File: config.mk
export PLATFORM = sky130hd
export DESIGN_NAME = ncss_select
export DESIGN_NICKNAME = d
export VERILOG_FILES = /design/src/ncss_pkg.sv /design/src/ncss_select.sv
export SDC_FILE = /design/constraint.sdc
export NUM_CORES = 1
export LEC_CHECK = 0
export ABC_AREA = 1
export BUFFER_PORTS_ARGS = -buffer_cell sky130_fd_sc_hd__buf_2
export CAP_MARGIN = 15
export CORE_ASPECT_RATIO = 1.5
export CORE_UTILIZATION = 30
export DETAILED_ROUTE_END_ITERATION = 8
export GPL_TIMING_DRIVEN = 1
export HOLD_SLACK_MARGIN = 0.06
export PLACE_DENSITY = 0.67
export REMOVE_ABC_BUFFERS = 1
export SETUP_SLACK_MARGIN = 0.1
export SYNTH_ARGS = -nofsm -noshare
export SYNTH_HDL_FRONTEND = slang
export SYNTH_SLANG_ARGS = --single-unit
File: constraint.sdc
create_clock -name sys_clk -period 2.2 [get_ports sys_clk]
set_clock_uncertainty 0.15 [all_clocks]
set_input_delay 0.22 -clock sys_clk [delete_from_list [all_inputs] [get_ports sys_clk]]
set_output_delay 0.22 -clock sys_clk [all_outputs]
set_load 0.01 [all_outputs]
File: src/ncss_pkg.sv
// Package: constants and carrier types for the command source selector
package ncss_pkg;
  localparam logic [7:0] NCSS_FUNC_OUT_STOP   = 8'h18;
  localparam logic [7:0] NCSS_FUNC_FWD        = 8'h3c;
  localparam logic [7:0] NCSS_FUNC_REV        = 8'h3d;
  localparam logic [7:0] NCSS_FUNC_SRC_SWITCH = 8'h43;
  localparam logic [7:0] NCSS_FUNC_INTERLOCK  = 8'h0c;
  localparam logic [3:0] NCSS_MODE_INTERLOCK  = 4'h7;
  localparam logic [1:0] NCSS_WRITE_RUNNING   = 2'h2;
  localparam int         NCSS_NUM_TERM_SEL    = 5;
  localparam logic       NCSS_OP_NET          = 1'b0;
  localparam logic       NCSS_OP_EXT          = 1'b1;
  localparam logic [1:0] NCSS_SPD_NET         = 2'h0;
  localparam logic [1:0] NCSS_SPD_EXT         = 2'h1;
  localparam logic [1:0] NCSS_SPD_EXT2        = 2'h2;
  localparam logic       NCSS_OP_RESET        = NCSS_OP_EXT;
  localparam logic [1:0] NCSS_SPD_RESET       = NCSS_SPD_NET;

  typedef struct packed {
    logic fwdRun;
    logic revRun;
    logic outputStop;
    logic resetReq;
    logic speedValid;
  } ncss_cmd_t;

  typedef enum logic [1:0] {
    NCSS_ST_STOPPED = 2'b01,
    NCSS_ST_RUNNING = 2'b10
  } ncss_state_t;
endpackage : ncss_pkg

File: src/ncss_select.sv
// Command source selector for network operation mode
`timescale 1ns/1ps
`default_nettype none
// Functional notes
// Each function takes terminal, network or combined source by class.
// Forward and reverse run follow the operation source selection.
// Output stop is combined, but terminal-only in mode 7 without interlock.
// Operation and speed source selections written while running apply only after the drive stops.
// A terminal selection equal to 67 attaches the source-switch input.
// The source-switch input only selects sources in network operation mode; it gates link resets in any mode.
// With no source-switch assigned, sources follow the two selections.
// With the switch inactive, start and speed come only from terminals.
// Source-switch changes apply only while stopped.
// With the source-switch inactive, link resets are ignored.
// The network port is picked by the communication port selection.
// Operation and speed sources are kept as two separate selections.
// Operation source encoding is 0 for network and 1 for terminals.
// With the source-switch active, sources follow the two selections.
module ncss_select
  import ncss_pkg::*;
#(
  parameter int NUM_PORTS = 2
)(
  input  wire logic                   sys_clk,
  input  wire logic                   reset_n,
  input  wire logic                   networkMode,
  input  wire logic                   driveRunning,
  input  wire logic [3:0]             operationModeSelect,
  input  wire logic [1:0]             paramWritePermission,
  input  wire logic                   operationSourceSelect,
  input  wire logic [1:0]             speedSourceSelect,
  input  wire logic [$clog2(NUM_PORTS)-1:0] commPortSourceSelect,
  input  wire logic [NCSS_NUM_TERM_SEL*8-1:0] inputTerminalFunctionSelect,
  input  wire logic                   sourceSwitchInput,
  input  wire ncss_cmd_t              termCmd,
  input  wire ncss_cmd_t [NUM_PORTS-1:0] netCmd,
  output logic                        selOpNet,
  output logic                        selSpdNet,
  output logic                        interlockActive,
  output ncss_cmd_t                   outCmd
);
  logic        switchSync1_ff, nxt_switchSync1;
  logic        switchSync2_ff, nxt_switchSync2;
  logic        opSrc_ff, nxt_opSrc;
  logic [1:0]  spdSrc_ff, nxt_spdSrc;
  logic        switchApplied_ff, nxt_switchApplied;
  ncss_state_t state_ff, nxt_state;
  ncss_cmd_t   out_ff, nxt_out;
  logic        switchAssigned, interlockAssigned, netOp, netSpd;
  logic        mode7Interlock;
  ncss_cmd_t   network_source;

  // Two stages, so a pin edge near the clock cannot reach the latch
  always_comb
  begin
    nxt_switchSync1 = sourceSwitchInput;
    nxt_switchSync2 = switchSync1_ff;
  end

  always_ff @(posedge sys_clk)
  begin
    if (!reset_n)
    begin
      switchSync1_ff <= 1'b0;
      switchSync2_ff <= 1'b0;
    end
    else
    begin
      switchSync1_ff <= nxt_switchSync1;
      switchSync2_ff <= nxt_switchSync2;
    end
  end

  always_comb
  begin
    switchAssigned = 1'b0;
    interlockAssigned = 1'b0;
    for (int i = 0; i < NCSS_NUM_TERM_SEL; i++)
    begin
      if (inputTerminalFunctionSelect[i*8 +: 8] == NCSS_FUNC_SRC_SWITCH)
        switchAssigned = 1'b1;
      if (inputTerminalFunctionSelect[i*8 +: 8] == NCSS_FUNC_INTERLOCK)
        interlockAssigned = 1'b1;
    end
  end

  always_comb
  begin
    network_source = netCmd[commPortSourceSelect];
    nxt_state = driveRunning ? NCSS_ST_RUNNING : NCSS_ST_STOPPED;
    nxt_opSrc = opSrc_ff;
    nxt_spdSrc = spdSrc_ff;
    nxt_switchApplied = switchApplied_ff;
    case (state_ff)
      NCSS_ST_STOPPED:
      begin
        if (!driveRunning)
        begin
          // Latched only when stopped, so a live write keeps old sources
          nxt_opSrc = operationSourceSelect;
          nxt_spdSrc = speedSourceSelect;
          nxt_switchApplied = switchSync2_ff;
        end
      end
      NCSS_ST_RUNNING:
      begin
        if (paramWritePermission != NCSS_WRITE_RUNNING)
        begin
          nxt_opSrc = opSrc_ff;
        end
      end
      default:
      begin
        nxt_state = NCSS_ST_STOPPED;
      end
    endcase
  end

  always_comb
  begin
    // In network mode an inactive switch forces terminals; otherwise the selections apply
    if (networkMode && switchAssigned && !switchApplied_ff)
    begin
      netOp = 1'b0;
      netSpd = 1'b0;
    end
    else
    begin
      netOp = (opSrc_ff == NCSS_OP_NET);
      netSpd = (spdSrc_ff == NCSS_SPD_NET);
    end
    mode7Interlock = (operationModeSelect == NCSS_MODE_INTERLOCK) &&
                     !interlockAssigned;
    nxt_out.fwdRun = netOp ? network_source.fwdRun : termCmd.fwdRun;
    nxt_out.revRun = netOp ? network_source.revRun : termCmd.revRun;
    nxt_out.speedValid = netSpd ? network_source.speedValid : termCmd.speedValid;
    nxt_out.outputStop = mode7Interlock ? termCmd.outputStop
                         : (termCmd.outputStop | network_source.outputStop);
    // Link resets blocked while the switch is inactive
    nxt_out.resetReq = termCmd.resetReq |
      (network_source.resetReq && !(switchAssigned && !switchApplied_ff));
  end

  always_ff @(posedge sys_clk)
  begin
    if (!reset_n)
    begin
      state_ff <= NCSS_ST_STOPPED;
      opSrc_ff <= NCSS_OP_RESET;
      spdSrc_ff <= NCSS_SPD_RESET;
      switchApplied_ff <= 1'b0;
      out_ff <= '0;
    end
    else
    begin
      state_ff <= nxt_state;
      opSrc_ff <= nxt_opSrc;
      spdSrc_ff <= nxt_spdSrc;
      switchApplied_ff <= nxt_switchApplied;
      out_ff <= nxt_out;
    end
  end

  assign outCmd = out_ff;
  assign selOpNet = netOp;
  assign selSpdNet = netSpd;
  assign interlockActive = mode7Interlock;
endmodule : ncss_select
`default_nettype wire

# ---- Word-level counts from Yosys, hierarchy flattened
# Cells that the tools add are included.
dict set report classes {
  n_reduce_logical 12
  order_cmp 1
  mux 19
  bitwise_logic 4
  n_eq_ne 13
}
# operator n
set ops {}
lappend ops {{$eq 8x4->1 const B} 5}
lappend ops {{$eq 8x7->1 const B} 5}
lappend ops {{$mux 1} 16}
lappend ops {{$mux 5} 2}
lappend ops {{$logic_and 1x1->1} 5}
lappend ops {{$eq 4x3->1 const B} 1}
lappend ops {{$reduce_and 2->1} 2}
lappend ops {{$logic_not 1->1} 3}
lappend ops {{$eq 2x1->1 const B} 1}
lappend ops {{$eq 2x2->1 const B} 1}
lappend ops {{$logic_not 2->1} 1}
lappend ops {{$lt 1x2->1 const B} 1}
lappend ops {{$mux 2} 1}
lappend ops {{$not 1->1} 2}
lappend ops {{$or 1x1->1} 2}
lappend ops {{$reduce_or 2->1} 1}
dict set report word_totals {
  in_bits 70
  out_inout_bits 8
  word_cells 60
  reg_bits 13
}

# ---- Depth between registers and ports, before layout
dict set report depth {
  depth_word 10
  depth_mapped 12
  ltp_nobuf 12
}

# ---- Worst setup path before layout
# No wires, ideal clock.
dict set report synth_timing {
  path_type {in2out}
  start {input port inputTerminalFunctionSelect[37]}
  end {output port selOpNet}
  n_path_buf 0
  t_arrival_ns 0.838
  cell_stages 8
  required_ns 1.830
  setup_slack_ns 0.992
  cell_sequence {nor2_2 > nand3_1 > nor2_1 > nor2_1 > nand2_1 > nand3_2 > nand2_4 > inv_1}
}
dict set report synth_via {
  elab_chain_len 5
}
# element line_no
set synth_lines {}
lappend synth_lines {{from (decl)} ncss_select.sv:33} ;# input wire logic [NCSS_NUM_TERM_SEL*8-1:0] inputTerminalFunctionSelect,
lappend synth_lines {{$eq 8x7->1} ncss_select.sv:80} ;# if (inputTerminalFunctionSelect[i*8 +: 8] == NCSS_FUNC_SRC_SWITCH)
lappend synth_lines {{$mux 1} ncss_select.sv:80}
lappend synth_lines {{$logic_and 1x1->1 (2 in a row)} ncss_select.sv:122} ;# if (networkMode && switchAssigned && !switchApplied_ff)
lappend synth_lines {{$mux 1} ncss_select.sv:122}
lappend synth_lines {{to (decl)} ncss_select.sv:37} ;# output logic selOpNet,
# Every way passes these cells.

# ---- Worst setup path in the final report
dict set report layout_timing {
  start {input port inputTerminalFunctionSelect[28]}
  end {output port selSpdNet}
}
dict set report layout_via {
  elab_chain_len 6
}
# element line_no
set layout_lines {}
lappend layout_lines {{$eq 8x7->1} ncss_select.sv:80}
lappend layout_lines {{$mux 1 (2 in a row)} ncss_select.sv:80}
lappend layout_lines {{$logic_and 1x1->1 (2 in a row)} ncss_select.sv:122}
lappend layout_lines {{$mux 1} ncss_select.sv:122}
lappend layout_lines {{to (decl)} ncss_select.sv:38} ;# output logic selSpdNet,
# Every way passes these cells.

==> flow_summary.json <==
{
  "power_density_mw_per_mm2": 469.6,
  "status": "complete, no violations",
  "cts_sinks": 13,
  "avgRoutedWirePerCell_um": 8.498,
  "via_per_inst": 4.171,
  "hold_viol_final": 0,
  "synthTopCellsByArea": "dfxtp_1, nor2_1, inv_1",
  "tns_ns": 0,
  "cts_resized": 0,
  "numCtsBuffers": 3,
  "wl_um": 2184,
  "grt_pass1_wl_um": 3312,
  "grt_pass1_vias": 959,
  "worstSetupPathDepth": 12,
  "die_area_mm2": 0.003079,
  "drtAntennaViolNets": 0,
  "cap_violations": 0,
  "yosysTopAreaCell": "dfxtp_1",
  "overflow": 0,
  "initialDrtViolationCount": 6,
  "synthCells": 139,
  "root_buffer": "clkbuf_8",
  "num-nets-final": 292,
  "num_rows": 23,
  "hold_slack_ns": 0.06319,
  "clk_pin_slew_worst_paths_ns": 0.05,
  "grt_max_degree": 12,
  "die_h_um": 67.46,
  "grt_use_total_pct": 14.32,
  "maxSlewHeadroom_pct": 84.62,
  "synth_seq_cells": 13,
  "irDropWorstVdd_mv": 0.4117,
  "mappedNetlistArea_um2": 857.1,
  "path_cells": "buf_2, inv_1, nand2_1, nor2_1, nand2_1, nand2_1, nor2_1, nand2_1, nand3_2, nand2_2, inv_1, buf_2",
  "cts_tree": "built",
  "ys_warn_count": 0,
  "firstDrtPassIters": 4,
  "portBuffers": 75,
  "drive_above_1_share_pct": 40.45,
  "critPathBufInv": 4,
  "power_frac_clock_pct": 32.4,
  "cp.required_ns": 1.83,
  "clk_latency_ns": 0.24,
  "synth_cell_types": 21,
  "antenna_found_initial": 0,
  "cpMostUsedCell": "nand2_1",
  "path_class": "primary input to output port",
  "slew_violations": 0,
  "rsz0062_at_grt": "false",
  "cp.arrival_ns": 1.15,
  "period_share_pct": 69.07,
  "finalSetupViolCount": 0,
  "vias": 1072,
  "max_freq_ghz": 0.6581,
  "final_core_util_pct": 49.82,
  "die_x_um": 45.64,
  "slowest_delay_ns": 0.13,
  "crit_path_max_fanout": 3,
  "htreeDepth": 1,
  "drcViolationCount": 0,
  "critPathSlowestCell": "buf_2",
  "syn_area_per_cell_um2": 6.166,
  "yosysTopAreaCellShare_pct": 30.36,
  "swShare_pct": 26.12,
  "ctsHoldBuffers": 3,
  "hp-class": "primary input to flip-flop",
  "cp-end-kind": "output port",
  "core_area_mm2": 0.002705,
  "seq_power_share_pct": 41.1,
  "initial_core_util_pct": 31.68,
  "power_frac_comb_pct": 26.5,
  "cp_top_family": "simple AND/OR/NAND/NOR gates",
  "critPathLaunchType": "primary input",
  "power.switching_mw": 0.1653,
  "dp_hpwl_um": 1952,
  "yosysSeqAreaShare_pct": 30.36,
  "clock_path_buffers": 2,
  "finalCriticalPeriod_ns": 1.520,
  "leakage_nw": 0.7835,
  "whs_path_depth": 3,
  "io-pin-count": 78,
  "worst_pin_slew_ns": 0.2287,
  "syn_to_final_growth_pct": 57.23,
  "power.internal_mw": 0.4675,
  "post_cts_buffers": 0,
  "gp_congestion": 0.7274,
  "rr_worst_depth": 6,
  "antenna_cells": 0
}
-- sequential cells by signal, summed over array words and instances, names as in the netlist --
name              flops
opSrc_ff              1
switchApplied_ff      1
state_ff              2
spdSrc_ff             2
outCmd                5
nxt_switchSync2       1
switchSync2_ff        1
-- cell usage in the layout, fill, tap and decap left out, drive strengths merged, types with 3 or more instances in the layout --
cell type | netlist | final
inv | 28 | 28
a21oi | 4 | 4
mux2 | 4 | 4
buf | 1 | 75
nor3 | 5 | 5
nand3b | 3 | 3
nor2 | 32 | 32
nand2 | 29 | 29
nand3 | 7 | 7
dfxtp | 13 | 13
o21ai | 4 | 4
dlygate4sd3 | 0 | 3
clkbuf | 0 | 3
-- cell usage after synthesis --
master / number
nor4_1: 2
or2_0: 2
o211ai_1: 1
dfxtp_1: 13
nor2_1: 29
nand2_4: 1
nand4_1: 2
o21ai_0: 4
inv_1: 28
ha_1: 1
nand3_1: 6
nand3_2: 1
nand2_1: 27
nand3b_1: 3
nor2_2: 3
mux2_2: 4
nand2_2: 1
a21oi_1: 4
buf_4: 1
o21a_1: 1
nor3_1: 5
-- area by class of cell --
| type | count | area [um2] |
|---|---|---|
| Tap cell | 37 | 46.29 |
| Clock inverter | 1 | 5.005 |
| Sequential cell | 13 | 260.3 |
| Timing Repair Buffer | 78 | 405.4 |
| Fill cell | 317 | 1358 |
| Clock buffer | 3 | 41.29 |
| Multi-Input combinational cell | 97 | 484.2 |
| Inverter | 28 | 105.1 |
-- final timing paths --
check / startpoint / end / slack [ns]
worst min-delay path: termCmd[2] / outCmd[2]$_SDFF_PN0_ / 0.06
worst max register to register: state_ff[1]$_SDFF_PN0_ / opSrc_ff$_SDFFE_PN1P_ / 1.05
worst max-delay path: inputTerminalFunctionSelect[28] / selSpdNet / 0.68
worst min register to register: nxt_switchSync2$_SDFF_PN0_ / switchSync2_ff$_SDFF_PN0_ / 0.27
-- metal layers --
| metal | GRT usage, % | wire (um) | vias to the layer above |
|---|---|---|---|
| met5 | 0 | 0 | - |
| met4 | 7.197 | 19 | 0 |
| met3 | 2.674 | 160 | 2 |
| met2 | 30.00 | 1194 | 39 |
| met1 | 11.36 | 809 | 439 |
| li1 | - | - | 592 |
-- worst reg2reg max path, delay by kind of cell, from the launching register on --
kind / cells / cell delay, ns
flops: 1 / 0.30
simple gates: 2 / 0.21
fa+ha+maj: 1 / 0.16
buf+inv: 2 / 0.14
compound gates: 1 / 0.07
-- cells by family (layout without fill, tap and decap cells) --
logic type	count (synthesis)	count (layout)	share of synthesized area [%]
buf+inv	29	110	13.14
compound gates	10	10	6.424
mux	4	4	5.255
fa+ha+maj	1	1	1.460
flops	13	13	30.37
simple gates	82	82	43.36
-- power by group through the flow --
stage	Sequential (mW)	Clock, mW	Combinational [mW]
2_1_floorplan	0.269	0	0.0711
3_3_place_gp	0.264	0	0.163
3_5_place_dp	0.265	0	0.165
4_1_cts	0.260	0.214	0.170
5_1_grt	0.262	0.230	0.191
6_report	0.260	0.205	0.168
-- stage by stage --
| stage | worst slack, ns | total power, mW | cells | area, um2 |
|---|---|---|---|---|
| after floorplan | 0.9916 | 0.3401 | 138 | 849.6 |
| after global placement | 0.6671 | 0.4271 | 250 | 1271 |
| after detailed placement | 0.6621 | 0.4307 | 250 | 1271 |
| after CTS | 0.6580 | 0.6440 | 257 | 1348 |
| after global routing | 0.5342 | 0.6836 | 257 | 1348 |
| final | 0.6805 | 0.6328 | 257 | 1348 |
No activity file was read; power rests on OpenSTA's default activity.
